==> config.mk <==
export PLATFORM = sky130hd
export DESIGN_NAME = table_read_and_data_memory
export DESIGN_NICKNAME = d
export VERILOG_FILES = /design/src/core/tblmem_pkg.sv /design/src/core/table_read_and_data_memory.sv /design/src/core/gp_ram.sv
export SDC_FILE = /design/constraint.sdc
export NUM_CORES = 1
export LEC_CHECK = 0
export CORE_AREA = 2 2 257 259
export CTS_CLUSTER_DIAMETER = 200
export DETAILED_ROUTE_END_ITERATION = 7
export DIE_AREA = 0 0 259 261
export DONT_BUFFER_PORTS = 1
export PLACE_DENSITY_LB_ADDON = 0.2
export SLEW_MARGIN = 20
export SYNTH_ARGS = -nofsm -noshare
export SYNTH_HDL_FRONTEND = slang
export SYNTH_SLANG_ARGS = --single-unit
==> constraint.sdc <==
create_clock -name sys_clk -period 12.9 [get_ports sys_clk]
set_clock_uncertainty 0.05 [all_clocks]
set_input_delay 2.58 -clock sys_clk [delete_from_list [all_inputs] [get_ports sys_clk]]
set_output_delay 2.58 -clock sys_clk [all_outputs]
set_load 0.005 [all_outputs]
==> src/core/tblmem_pkg.sv <==
package tblmem_pkg;

    localparam int PROG_AW = 10;
    localparam int PROG_DW = 14;
    localparam int DATA_W = 8;
    localparam int ADDR_W = 6;
    localparam int RAM_AW = 6;

    localparam logic [ADDR_W-1:0] IND_ADDR = 6'h00;
    localparam logic [ADDR_W-1:0] MP_ADDR = 6'h01;
    localparam logic [ADDR_W-1:0] TBLP_ADDR = 6'h07;
    localparam logic [ADDR_W-1:0] THB_ADDR = 6'h08;
    localparam logic [ADDR_W-1:0] GP_BASE = 6'h20;

    localparam logic [PROG_AW-1:0] LAST_PAGE_BASE = 10'h300;
    localparam logic [DATA_W-1:0] ZERO_BYTE = 8'h00;
    localparam logic [DATA_W-1:0] MP_RST = 8'h00;
    localparam logic [DATA_W-1:0] TBLP_RST = 8'h00;
    localparam logic [DATA_W-1:0] THB_RST = 8'h00;
    localparam logic [PROG_AW-1:0] PM_ADDR_RST = 10'h000;

    typedef enum logic [2:0] {
        OP_READ,
        OP_WRITE,
        OP_BSET,
        OP_BCLR,
        OP_TRD_CUR,
        OP_TRD_LAST
    } op_e;

    typedef struct packed {
        logic valid;
        op_e op;
        logic [ADDR_W-1:0] addr;
        logic [DATA_W-1:0] wdata;
        logic [2:0] bit_idx;
    } req_s;

    typedef enum logic {
        ST_IDLE,
        ST_TBL
    } state_e;

    typedef struct packed {
        state_e state;
        logic ready;
        logic done;
        logic [DATA_W-1:0] rdata;
        logic [DATA_W-1:0] mp;
        logic [DATA_W-1:0] tblp;
        logic [DATA_W-1:0] thb;
        logic [PROG_AW-1:0] pm_addr;
        logic pm_req;
        logic [ADDR_W-1:0] dest;
        logic dest_bank;
    } core_s;

endpackage

==> src/core/table_read_and_data_memory.sv <==
`timescale 1ns/10ps
// How it works
// - Current-page table read address is PC page bits plus table pointer offset.
// - Last-page table read loads fetched word's upper part into table_high_byte.
// - table_high_byte is read-only; only table reads change it.
// - Every table read takes exactly two instruction cycles.
// - On the 1K program memory the last page begins at 300H.
// - Data memory is volatile 8-bit RAM of variant depth.
// - Special and general areas are consecutive, starting at 00H.
// - Every general purpose location is readable and writable.
// - Single-bit set and clear work on data memory locations.
// - Bank 0 reached directly; bank 1 only through indirect addressing.
// - Special function registers appear identically in both banks.
// - Unused special locations read as 00H.
// - Most special registers read/write; protected ones ignore writes.
// - Data memory reachable indirectly through the memory pointer.
// - Table read writes program word low byte to operand location.
// - table_high_byte bits beyond the program word read as 0.
// - Last-page read forces high address bits to 1, low from pointer.
module table_read_and_data_memory
    import tblmem_pkg::*;
(
    input wire logic sys_clk,
    input wire logic rst_n,
    input req_s req,
    input wire logic bank_sel,
    input wire logic [PROG_AW-9:0] pc_page,
    input wire logic [PROG_DW-1:0] pm_rdata,
    output logic req_ready,
    output logic done,
    output logic [DATA_W-1:0] rdata,
    output logic [PROG_AW-1:0] pm_addr,
    output logic pm_req,
    output logic [DATA_W-1:0] table_high_byte
);

    core_s st_r;
    core_s st_nxt;
    logic ram_we;
    logic [RAM_AW-1:0] ram_waddr;
    logic [DATA_W-1:0] ram_wdata;
    logic [RAM_AW-1:0] ram_raddr;
    logic [DATA_W-1:0] ram_rdata;
    logic [ADDR_W-1:0] eff_addr;
    logic eff_bank;
    logic [DATA_W-1:0] cur_val;
    wire logic [DATA_W-1:0] new_val;
    logic [ADDR_W-1:0] wr_addr;
    logic wr_bank;
    logic wr_en;
    logic rd_is_gp;
    logic wr_is_gp;
    logic wr_is_mp;
    logic wr_is_tblp;

    gp_ram u_ram (
        .sys_clk(sys_clk),
        .we(ram_we),
        .waddr(ram_waddr),
        .wdata(ram_wdata),
        .raddr(ram_raddr),
        .rdata(ram_rdata)
    );

    // Operand location: indirect through pointer, else bank 0
    always_comb begin
        if (req.addr == IND_ADDR) begin
            eff_addr = st_r.mp[ADDR_W-1:0];
            eff_bank = bank_sel;
        end else begin
            eff_addr = req.addr;
            eff_bank = 1'b0;
        end
    end

    assign ram_raddr = {eff_bank, eff_addr[RAM_AW-2:0]};
    assign rd_is_gp = (eff_addr >= GP_BASE);

    // Read value seen at the operand
    always_comb begin
        if (rd_is_gp) begin
            cur_val = ram_rdata;
        end else begin
            unique case (eff_addr)
                MP_ADDR: cur_val = st_r.mp;
                TBLP_ADDR: cur_val = st_r.tblp;
                THB_ADDR: cur_val = st_r.thb;
                default: cur_val = ZERO_BYTE;
            endcase
        end
    end

    // Bit operations, one lane per data bit
    for (genvar gi = 0; gi < DATA_W; gi++) begin : g_lane
        logic lane_hit;
        logic lane_set;
        logic lane_clr;
        assign lane_hit = (req.bit_idx == 3'(gi));
        assign lane_set = lane_hit | cur_val[gi];
        assign lane_clr = ~lane_hit & cur_val[gi];
        assign new_val[gi] = (req.op == OP_BSET) ? lane_set : ((req.op == OP_BCLR) ? lane_clr : req.wdata[gi]);
    end

    // Write port: table read result in its second cycle, else the operand
    always_comb begin
        wr_en = 1'b0;
        wr_addr = eff_addr;
        wr_bank = eff_bank;
        ram_wdata = new_val;
        if (st_r.state == ST_TBL) begin
            wr_en = 1'b1;
            wr_addr = st_r.dest;
            wr_bank = st_r.dest_bank;
            ram_wdata = pm_rdata[DATA_W-1:0];
        end else if (req.valid && (req.op inside {OP_WRITE, OP_BSET, OP_BCLR})) begin
            wr_en = 1'b1;
        end
    end

    // Write target decode; table_high_byte and indirect slot have no write path
    always_comb begin
        wr_is_gp = 1'b0;
        wr_is_mp = 1'b0;
        wr_is_tblp = 1'b0;
        if (wr_en) begin
            wr_is_gp = (wr_addr >= GP_BASE);
            wr_is_mp = (wr_addr == MP_ADDR);
            wr_is_tblp = (wr_addr == TBLP_ADDR);
        end
    end

    assign ram_we = wr_is_gp;
    assign ram_waddr = {wr_bank, wr_addr[RAM_AW-2:0]};

    // Sequencer: table reads take a fetch cycle and a write-back cycle
    always_comb begin
        st_nxt = st_r;
        st_nxt.done = 1'b0;
        st_nxt.pm_req = 1'b0;
        unique case (st_r.state)
            ST_IDLE: begin
                if (req.valid) begin
                    unique case (req.op)
                        OP_READ: begin
                            st_nxt.rdata = cur_val;
                            st_nxt.done = 1'b1;
                        end

                        OP_WRITE, OP_BSET, OP_BCLR: begin
                            st_nxt.done = 1'b1;
                        end

                        OP_TRD_CUR: begin
                            st_nxt.pm_addr = {pc_page, st_r.tblp};
                            st_nxt.pm_req = 1'b1;
                            st_nxt.dest = eff_addr;
                            st_nxt.dest_bank = eff_bank;
                            st_nxt.ready = 1'b0;
                            st_nxt.state = ST_TBL;
                        end

                        OP_TRD_LAST: begin
                            st_nxt.pm_addr = LAST_PAGE_BASE | {2'h0, st_r.tblp};
                            st_nxt.pm_req = 1'b1;
                            st_nxt.dest = eff_addr;
                            st_nxt.dest_bank = eff_bank;
                            st_nxt.ready = 1'b0;
                            st_nxt.state = ST_TBL;
                        end

                        default: begin
                            st_nxt.rdata = ZERO_BYTE;
                        end
                    endcase
                end
            end

            ST_TBL: begin
                st_nxt.thb = {2'h0, pm_rdata[PROG_DW-1:DATA_W]};
                st_nxt.done = 1'b1;
                st_nxt.ready = 1'b1;
                st_nxt.state = ST_IDLE;
            end
        endcase

        if (wr_is_mp) begin
            st_nxt.mp = ram_wdata;
        end
        if (wr_is_tblp) begin
            st_nxt.tblp = ram_wdata;
        end
    end

    // State register; RAM contents are not cleared by reset
    always_ff @(posedge sys_clk or negedge rst_n) begin
        if (!rst_n) begin
            st_r.state <= ST_IDLE;
            st_r.ready <= 1'b1;
            st_r.done <= 1'b0;
            st_r.rdata <= ZERO_BYTE;
            st_r.mp <= MP_RST;
            st_r.tblp <= TBLP_RST;
            st_r.thb <= THB_RST;
            st_r.pm_addr <= PM_ADDR_RST;
            st_r.pm_req <= 1'b0;
            st_r.dest <= IND_ADDR;
            st_r.dest_bank <= 1'b0;
        end else begin
            st_r <= st_nxt;
        end
    end

    assign req_ready = st_r.ready;
    assign done = st_r.done;
    assign rdata = st_r.rdata;
    assign pm_addr = st_r.pm_addr;
    assign pm_req = st_r.pm_req;
    assign table_high_byte = st_r.thb;

endmodule

==> src/core/gp_ram.sv <==
`timescale 1ns/10ps
module gp_ram
    import tblmem_pkg::*;
(
    input wire logic sys_clk,
    input wire logic we,
    input wire logic [RAM_AW-1:0] waddr,
    input wire logic [DATA_W-1:0] wdata,
    input wire logic [RAM_AW-1:0] raddr,
    output logic [DATA_W-1:0] rdata
);

    logic [DATA_W-1:0] mem [0:(1<<RAM_AW)-1];

    always_ff @(posedge sys_clk) begin
        if (we) begin
            mem[waddr] <= wdata;
        end
    end

    assign rdata = mem[raddr];

endmodule

==> results.cfg, run 1 <==
[clocking]
insertion_delay_ns = 0.63
cts_tree = done
numCtsBuffers = 57
cts_root_buffer = clkbuf_16
clk_pin_slew_ns = 0.06
postCtsSetupBuffers = 0
cts_hold_buf = 0
htreeDepth = 2
cts_resized = 0
clockBufferDepth = 3
cts_sinks = 562

[timing]
period_needed_ns = 7.24
finalSetupTns_ns = 0
hold_ws_ns = 0.459
rsz0062_at_grt = false
tightestPinTransition_ns = 1.14
finalCritPeriodShare_pct = 56.2
relSlewSlack_pct = 23.9
max_freq_mhz = 138
drv_slew = 0
hold_viol = 0
setup_violations = 0

[logic_synthesis]
synth_cell_types = 76
muxShareOfSynthArea_pct = 2.55
avgSynthCellArea_um2 = 13.7
async_reset_ff_share_pct = 8.90
synth_top_flop_cell = edfxtp_1
yosys_warnings = 0
synth_top_family_by_area = compound AO/OA/AOI/OAI gates
synth_simple_gate_area_share_pct = 9.41
synth_compound_area_share_pct = 14.3
synth_seq_area_share_pct = 70.1
syn_inst = 1727
synthAdderAreaFrac_pct = 0
synth_edf_count = 512
synth_xor_area_share_pct = 0
synth-seq-cells = 562
netlist_area_um2 = 23700

[routing]
drc = 0
firstDrtPassIters = 6
drt-total-wl_mm = 79.4
via_per_inst = 5.98
first_iter_violations = 1782
num_vias = 15500
postRouteAntennaNets = 0
wl_per_cell_um = 30.6

[pwr]
p_leak_nw = 8.66
ir_drop_uv = 99.7
power_density_nw_per_um2 = 157
power.total_mw = 4.16

[final_layout]
fillers = 5986
syn_to_final_growth_pct = 11.6
final_nets = 1729
drive_gt1_share_pct = 11.7

[worst_setup_path]
crit_top_cell = buf_4
reg2reg_depth = 10
critPathSlowestCell = buf_4
crit_cells = 11
critical_path_arrival_ns = 7.47
cp-start-kind = input pin
crit_buf_inv = 4
path_class = in2reg
cp_max_fo = 72
cpPeakStageDelay_ns = 0.75
required_ns = 13.12
end_kind = flop
path_cells = or3_1 > buf_4 > o21ai_4 > buf_4 > buf_4 > a2111oi_0 > a2111oi_0 > nand4_1 > nand4_1 > nand3_1 > clkinv_2
cpLargestDelayFamily = buffers and inverters

[floorplanning]
die_area_um2 = 67600
row_count = 94
die_h_um = 261
io_pins = 69
start_util_pct = 36.5
die_w_um = 259
core_area_um2 = 65000

[place]
io_buffers = 0
gp_congestion = 0.944
hpwlAfterDp_mm = 49.3

[worst_hold_path]
hold_path.class = reg2reg
holdPathStages = 2

[job]
maxCapViolations = 0

[global_route]
grt_pass1_wl_mm = 113
grt_pass1_vias = 14900
grt_start_max_net_pins = 73
grt-ovfl-total = 0
grt_usage_pct = 23.4
antenna_found_initial = 3

[outcome]
status = complete, no violations
-- layout by cell type, fill, tap and decap left out, types with 13 or more instances in the layout --
master / netlist / final
clkbuf_16: 0 / 59
a2111oi_0: 19 / 19
clkinv_2: 0 / 13
mux2i_1: 38 / 38
dfrtp_1: 49 / 48
a221oi_1: 30 / 30
a211oi_1: 25 / 25
nor3_1: 20 / 19
o22ai_1: 81 / 81
edfxtp_1: 512 / 512
a31oi_1: 17 / 16
mux2_2: 20 / 20
o21ai_0: 45 / 45
o211a_1: 32 / 32
nand3_1: 35 / 35
a22oi_1: 13 / 13
o21ai_1: 20 / 20
nand4_1: 32 / 32
a222oi_1: 13 / 13
a21oi_1: 54 / 52
buf_4: 34 / 43
nor2_1: 122 / 113
a32oi_1: 31 / 30
nand2_1: 185 / 185
nor2b_1: 35 / 35
-- state kept, by name, summed over array words and instances (netlist names) --
| name | cells |
|---|---|
| table_high_byte | 6 |
| pm_req | 1 |
| req_ready | 1 |
| st_r | 23 |
| u_ram.mem | 512 |
| rdata | 8 |
| done | 1 |
| pm_addr | 10 |
-- per-layer routing --
metal | track usage, % | vias to the layer above | wire length, um
li1 | - | 6732 | -
met1 | 32.1 | 7990 | 33700
met3 | 4.25 | 139 | 5780
met2 | 36.8 | 674 | 36600
met5 | 0 | - | 0
met4 | 9.62 | 0 | 3350
-- where the power goes --
part | internal (mW) | switching, mW
sequential | 2.06 | 0.0314
combinational | 0.0733 | 0.239
clock | 1.04 | 0.711
total | 3.18 | 0.981
-- through the flow --
step                instance area (um^2)  setup WS [ns]  utilization [%]  instances
floorplan                          23700           6.12                -       1728
global placement                   24400           5.19             37.6       2493
global route                       26500           5.42             40.7       2599
CTS                                26500           5.64             40.7       2599
finish                             26500           5.66             40.7       2600
detailed placement                 24500           5.01             37.6       2494
-- path summary, 6_finish.rpt --
check	from	endpoint	slack, ns
setup / recovery	req[12]	u_ram.mem[3][2]	5.66
hold / removal	req_ready	req_ready	0.46
setup reg to reg	st_r[34]	u_ram.mem[3][2]	7.19
hold reg to reg	req_ready	req_ready	0.46
max in group asynchronous	rst_n	req_ready	11.02
min in group asynchronous	rst_n	rdata[1]	1.60
-- Yosys cell counts (all sizes together) (17+ instances only) --
| library cell | instances | share of area, % |
|---|---|---|
| a2111oi | 20 | 0.77 |
| a211oi | 25 | 0.79 |
| a21oi | 54 | 1.1 |
| a221oi | 30 | 1.1 |
| a31oi | 17 | 0.45 |
| a32oi | 31 | 1.1 |
| buf | 82 | 2.3 |
| clkbuf | 60 | 0.95 |
| dfrtp | 49 | 5.2 |
| edfxtp | 512 | 65 |
| inv | 18 | 0.28 |
| mux2 | 20 | 0.95 |
| mux2i | 38 | 1.6 |
| nand2 | 185 | 2.9 |
| nand3 | 35 | 0.74 |
| nand4 | 32 | 0.84 |
| nor2 | 124 | 2.0 |
| nor2b | 35 | 0.92 |
| nor3 | 21 | 0.46 |
| o211a | 32 | 1.4 |
| o21ai | 68 | 1.5 |
| o22ai | 81 | 2.1 |
-- worst reg2reg max path: cells and delay by family (launching register included) --
family,cells,cell delay [ns]
AND/OR/NAND/NOR,4,1.21
buffers and inverters,3,2.30
AO/OA/AOI/OAI,3,1.12
flip-flops,1,0.61
-- area by class of cell --
cell class / count / area, um^2 / share of cell area (%)
timing repair buffer: 44 / 334 / 1.26
clock buffer: 72 / 1580 / 5.95
multi-input combinational: 1006 / 6370 / 24.0
sequential: 562 / 16600 / 62.8
tap: 864 / 1080 / 4.08
clock inverter: 33 / 412 / 1.56
inverter: 18 / 72.6 / 0.274
antenna: 1 / 2.50 / 0.00945
-- logic make-up (layout without fill, tap and decap cells) --
group           Yosys count  in the layout
flops                   562            562
simple gates            483            483
compound gates          463            463
buf+inv                 160            167
mux                      58             58
other cells               1              3
No activity file was read; power rests on OpenSTA's default activity.
==> run 2: changes to the inputs <==
--- a/config.mk
+++ b/config.mk
@@ -5,10 +5,11 @@
 export SDC_FILE = /design/constraint.sdc
 export NUM_CORES = 1
 export LEC_CHECK = 0
-export CORE_AREA = 2 2 257 259
+export ABC_AREA = 1
+export CORE_AREA = 2 2 266 268
 export CTS_CLUSTER_DIAMETER = 200
 export DETAILED_ROUTE_END_ITERATION = 7
-export DIE_AREA = 0 0 259 261
+export DIE_AREA = 0 0 268 270
 export DONT_BUFFER_PORTS = 1
 export PLACE_DENSITY_LB_ADDON = 0.2
 export SLEW_MARGIN = 20
==> constraint.sdc (replaced) <==
create_clock -name sys_clk -period 7.2 [get_ports sys_clk]
set_clock_uncertainty 0.05 [all_clocks]
set_input_delay 1.44 -clock sys_clk [delete_from_list [all_inputs] [get_ports sys_clk]]
set_output_delay 1.44 -clock sys_clk [all_outputs]
set_load 0.005 [all_outputs]
==> results.cfg, run 2 <==
[timing]
setup_violations = 0
period_needed_ns = 4.79
finalCritPeriodShare_pct = 66.6
hold_viol = 0
drv_slew = 0
finalSetupTns_ns = 0
relSlewSlack_pct = 27.6
tightestPinTransition_ns = 1.08
setup_ws_ns = 2.41
rsz0062_at_grt = false
max_freq_mhz = 209

[clocking]
postCtsSetupBuffers = 0
insertion_delay_ns = 0.63
clk_pin_slew_ns = 0.06
cts_tree = done
htreeDepth = 2
cts_sinks = 562
numCtsBuffers = 59
clockBufferDepth = 3
cts_hold_buf = 0
cts_resized = 0
cts_root_buffer = clkbuf_16

[job]
maxCapViolations = 0

[logic_synthesis]
netlist_area_um2 = 25400
synth_area_leaders = edfxtp_1, nand2_1, inv_1
synth_cell_types = 38
synth_top_area_share_pct = 60.5
avgSynthCellArea_um2 = 9.64
synth_top_flop_cell = edfxtp_1
yosys.area.top_type = edfxtp_1
syn_inst = 2635
async_reset_ff_share_pct = 8.90
yosys_warnings = 0
synth_commonest_cells = nand2_1, edfxtp_1, inv_1, nand3_1, nor2_1
synth_seq_area_share_pct = 65.5
synth.most_common_cell = nand2_1
synth-seq-cells = 562
synth_edf_count = 512

[pwr]
p_clk_share_pct = 40.5
ir_drop_uv = 171
power_density_nw_per_um2 = 255
internal_power_mw = 5.46
p_sw_mw = 1.73
p_leak_nw = 11.8
p_comb_share_pct = 8.1
power.total_mw = 7.19
power_frac_seq_pct = 51.4
switching_share_pct = 24.1

[place]
gp_congestion = 0.888
dp_cells = 3486
io_buffers = 0
hpwlAfterDp_mm = 44.3
pre_cts_ws_ns = 1.85

[floorplanning]
io_pins = 69
die_w_um = 268
die_h_um = 270
core_area_um2 = 69500
row_count = 97
start_util_pct = 36.5
die_area_um2 = 72400

[final_layout]
syn_to_final_growth_pct = 10.9
fillers = 6837
final_nets = 2647
antenna_cells = 0
mostFrequentLayoutCells = nand2_1, edfxtp_1, inv_1
reg.largest.list = u_ram.mem x512, st_r x23, pm_addr x10
fin_cells = 3590
utilization_pct = 40.5
top_register = u_ram.mem
final_common_cell = nand2_1
largest_reg_flops = 512
drive_gt1_share_pct = 6.15

[routing]
via_per_inst = 4.92
firstDrtPassIters = 6
wl_per_cell_um = 20.3
postRouteAntennaNets = 0
first_iter_violations = 1812
drt-total-wl_mm = 73.0
num_vias = 17600
drc = 0

[global_route]
grt_start_max_net_pins = 99
grt-ovfl-total = 0
grt_usage_pct = 20.3
grt_pass1_vias = 17100
grt_pass1_wl_mm = 110
antenna_found_initial = 0

[worst_setup_path]
path_class = in2reg
cp_max_fo = 50
critical_path_arrival_ns = 5.09
required_ns = 7.50
cp-start-kind = input pin
end_kind = flop

[outcome]
status = complete, no violations

[worst_hold_path]
hold_path.class = reg2reg
==> run 2: changes by cell type after synthesis, sizes merged, moves of 26 or more <==
cell and delta:
a32oi -31, mux2i -38, o22ai -65, a221oi -30, nand3 +221, nand4 -26, nor2b -35, o211a -32
inv +346, nand2 +797, clkbuf -30
==> run 2: routing by layer <==
layer	track usage, %	vias to the layer above	share of wire [%]
met4	5.73	0	2.6
met1	28.1	8573	44
li1	-	8422	-
met3	2.43	110	5.7
met2	33.4	542	47
met5	0	-	0
==> run 2: final timing paths <==
| kind | startpoint | end | slack [ns] | depth (start not counted) |
|---|---|---|---|---|
| worst max register to register | st_r[34] | u_ram.mem[17][5] | 2.89 | 17 |
| worst max-delay path | req[12] | u_ram.mem[17][5] | 2.41 | 17 |
| worst min-delay path | st_r[37] | st_r[37] | 0.43 | 2 |
| min in group asynchronous | rst_n | st_r[37] | 0.46 | 0 |
| worst min register to register | st_r[37] | st_r[37] | 0.43 | 2 |
| max in group asynchronous | rst_n | req_ready | 6.45 | 0 |
==> run 2: area by class of cell <==
type,instances,area [um^2],area share (%)
Tap cell,940,1180,4.17
Timing Repair Buffer,45,463,1.64
Sequential cell,562,16600,59.0
Inverter,369,1390,4.92
Clock buffer,83,1660,5.89
Clock inverter,21,145,0.515
Multi-Input combinational cell,1570,6730,23.9
==> run 2: worst max-delay path, stage by stage <==
cell and delay [ns]:
nor2_4 0.17, nand3_4 0.16, nand2_4 0.38, nand2_8 0.33
buf_12 0.32, nand2_1 0.08, nand2_1 0.05, nand3_1 0.06
nand3_1 0.13, nor2_1 0.15, nand2_1 0.13, nand3_1 0.26
nand3_1 0.17, nand3_1 0.10, nand2_1 0.06, nand2_2 0.42
buf_4 0.54
==> run 2: metrics by stage <==
step	hold slack (ns)	instance area, um^2
2_1_floorplan	0.396	25400
3_3_place_gp	0.411	26400
3_5_place_dp	0.417	26400
4_1_cts	0.422	28200
5_1_grt	0.442	28200
6_report	0.433	28200
==> run 2: logic make-up (layout without fill, tap and decap cells) <==
group	Yosys count	in the layout	synth area share, %
and+or+nand+nor	1434	1434	23.3
DFF	562	562	65.5
buffers and inverters	504	518	8.39
AOI/OAI and AO/OA	134	134	2.87
other	1	2	0.0148
==> run 2: power groups by stage <==
stage                     registers (mW)  clock network (mW)  logic (mW)
after floorplan                     3.76                   0       0.366
after global placement              3.77                   0       0.573
after detailed placement            3.77                   0       0.582
after CTS                           3.70                2.97       0.582
after global routing                3.70                3.09       0.638
final                               3.70                2.92       0.580
==> run 3: changes to the inputs <==
==> constraint.sdc (replaced) <==
create_clock -name sys_clk -period 3.9 [get_ports sys_clk]
set_clock_uncertainty 0.05 [all_clocks]
set_input_delay 0.78 -clock sys_clk [delete_from_list [all_inputs] [get_ports sys_clk]]
set_output_delay 0.78 -clock sys_clk [all_outputs]
set_load 0.005 [all_outputs]
==> results.cfg, run 3 (synthesis gave the netlist of run 2 again) <==
[final_layout]
top_register = u_ram.mem
antenna_cells = 0
final_common_cell = nand2_1
drive_gt1_share_pct = 9.76
syn_to_final_growth_pct = 15.2
final_nets = 2759
largest_reg_flops = 512
reg.largest.list = u_ram.mem x512, st_r x23, pm_addr x10
mostFrequentLayoutCells = nand2_1, edfxtp_1, inv_1
fillers = 6742

[clocking]
numCtsBuffers = 60
cts_resized = 0
cts_sinks = 562
postCtsSetupBuffers = 0
clk_pin_slew_ns = 0.06
htreeDepth = 2
insertion_delay_ns = 0.64
cts_tree = done
clockBufferDepth = 3
cts_root_buffer = clkbuf_16

[global_route]
grt_start_max_net_pins = 67
grt-ovfl-total = 0
grt_pass1_vias = 17800
grt_pass1_wl_mm = 113
antenna_found_initial = 1
grt_usage_pct = 20.9

[pwr]
internal_power_mw = 10.1
power.total_mw = 13.4
p_comb_share_pct = 8.9
p_sw_mw = 3.32
power_density_nw_per_um2 = 459
p_leak_nw = 12.5
ir_drop_uv = 357
p_clk_share_pct = 40.2
power_frac_seq_pct = 50.8
switching_share_pct = 24.7

[timing]
relSlewSlack_pct = 37.7
drv_slew = 0
setup_violations = 0
hold_viol = 0
tightestPinTransition_ns = 0.932
period_needed_ns = 3.49
rsz0062_at_grt = false
max_freq_mhz = 287
finalCritPeriodShare_pct = 89.5
finalSetupTns_ns = 0

[routing]
via_per_inst = 4.87
drc = 0
firstDrtPassIters = 7
wl_per_cell_um = 20.3
num_vias = 18100
first_iter_violations = 1694
postRouteAntennaNets = 0
drt-total-wl_mm = 75.4

[worst_setup_path]
required_ns = 4.17
cp_max_fo = 15
cp-start-kind = flop
reg2reg_depth = 7
critical_path_arrival_ns = 3.76
path_class = reg2reg
end_kind = flop

[worst_hold_path]
holdPathStages = 2
hold_path.class = in2reg

[outcome]
status = complete, no violations

[place]
hpwlAfterDp_mm = 48.7
gp_congestion = 0.912
io_buffers = 0

[job]
maxCapViolations = 0

[floorplanning]
row_count = 97
start_util_pct = 36.5
io_pins = 69
die_w_um = 268
core_area_um2 = 69500
die_area_um2 = 72400
die_h_um = 270
[run 3: changes by cell type in the layout (fill, tap and decap cells not counted), sizes merged, moves of 2 or more]
cell,before,now
clkinv,23,38
inv,365,367
buf,45,155
clkbuf,83,69
clkinvlp,0,2
[run 3: power groups by stage]
| stage | combinational (mW) | sequential [mW] | clock (mW) |
|---|---|---|---|
| finish | 1.20 | 6.82 | 5.40 |
| global route | 1.32 | 6.83 | 5.74 |
| CTS | 1.21 | 6.82 | 5.51 |
| detailed placement | 1.19 | 6.95 | 0 |
| global placement | 1.18 | 6.95 | 0 |
| floorplan | 0.677 | 6.94 | 0 |
[run 3: worst max-delay path, stage by stage, from the launching register on]
cell     delay, ns
dfrtp_1       0.51
inv_1         0.29
o21ai_0       0.28
inv_1         0.12
nor2_1        0.46
nand3_1       0.73
nor2_1        0.46
buf_4         0.25
[run 3: per-layer routing]
| layer | up-vias | GRT usage, % | wire, um | share of wire (%) |
|---|---|---|---|---|
| li1 | 8641 | - | - | - |
| met1 | 8845 | 28.3 | 33400 | 44 |
| met2 | 464 | 35.1 | 36100 | 48 |
| met3 | 101 | 2.71 | 3860 | 5.1 |
| met4 | 0 | 6.10 | 2030 | 2.7 |
| met5 | - | 0 | 0 | 0 |
[run 3: path summary, 6_finish.rpt]
path,start,to,slack [ns]
min reg2reg,st_r[29],st_r[29],0.43
max reg2reg,pm_req,u_ram.mem[44][1],0.41
min in group asynchronous,rst_n,table_high_byte[0],0.62
max,pm_req,u_ram.mem[44][1],0.41
max in group asynchronous,rst_n,req_ready,2.91
min,pm_rdata[10],table_high_byte[2],0.21
[run 3: repair_timing]
action	4_1_cts	5_1_grt
hold buffers	2	0
endpoints found under the hold margin	50	0
endpoints found under the setup margin	0	0
[run 3: cell type report]
class | count | area, um^2 | share of cell area, %
clock inverter | 41 | 290 | 0.992
timing repair buffer | 156 | 1530 | 5.23
clock buffer | 69 | 1540 | 5.25
sequential | 562 | 16600 | 56.8
multi-input combinational | 1570 | 6710 | 22.9
tap | 940 | 1180 | 4.02
inverter | 369 | 1390 | 4.74
[run 3: stage by stage]
step	cell area, um^2	cells	hold slack [ns]	worst slack, ns	util [%]
2_1_floorplan	25400	2636	0.396	0.448	-
3_3_place_gp	27400	3595	0.415	0.116	39.4
3_5_place_dp	27400	3595	0.415	0.0639	39.4
4_1_cts	29300	3707	0.188	0.520	42.1
5_1_grt	29300	3707	0.216	0.190	42.1
6_report	29300	3707	0.210	0.411	42.1
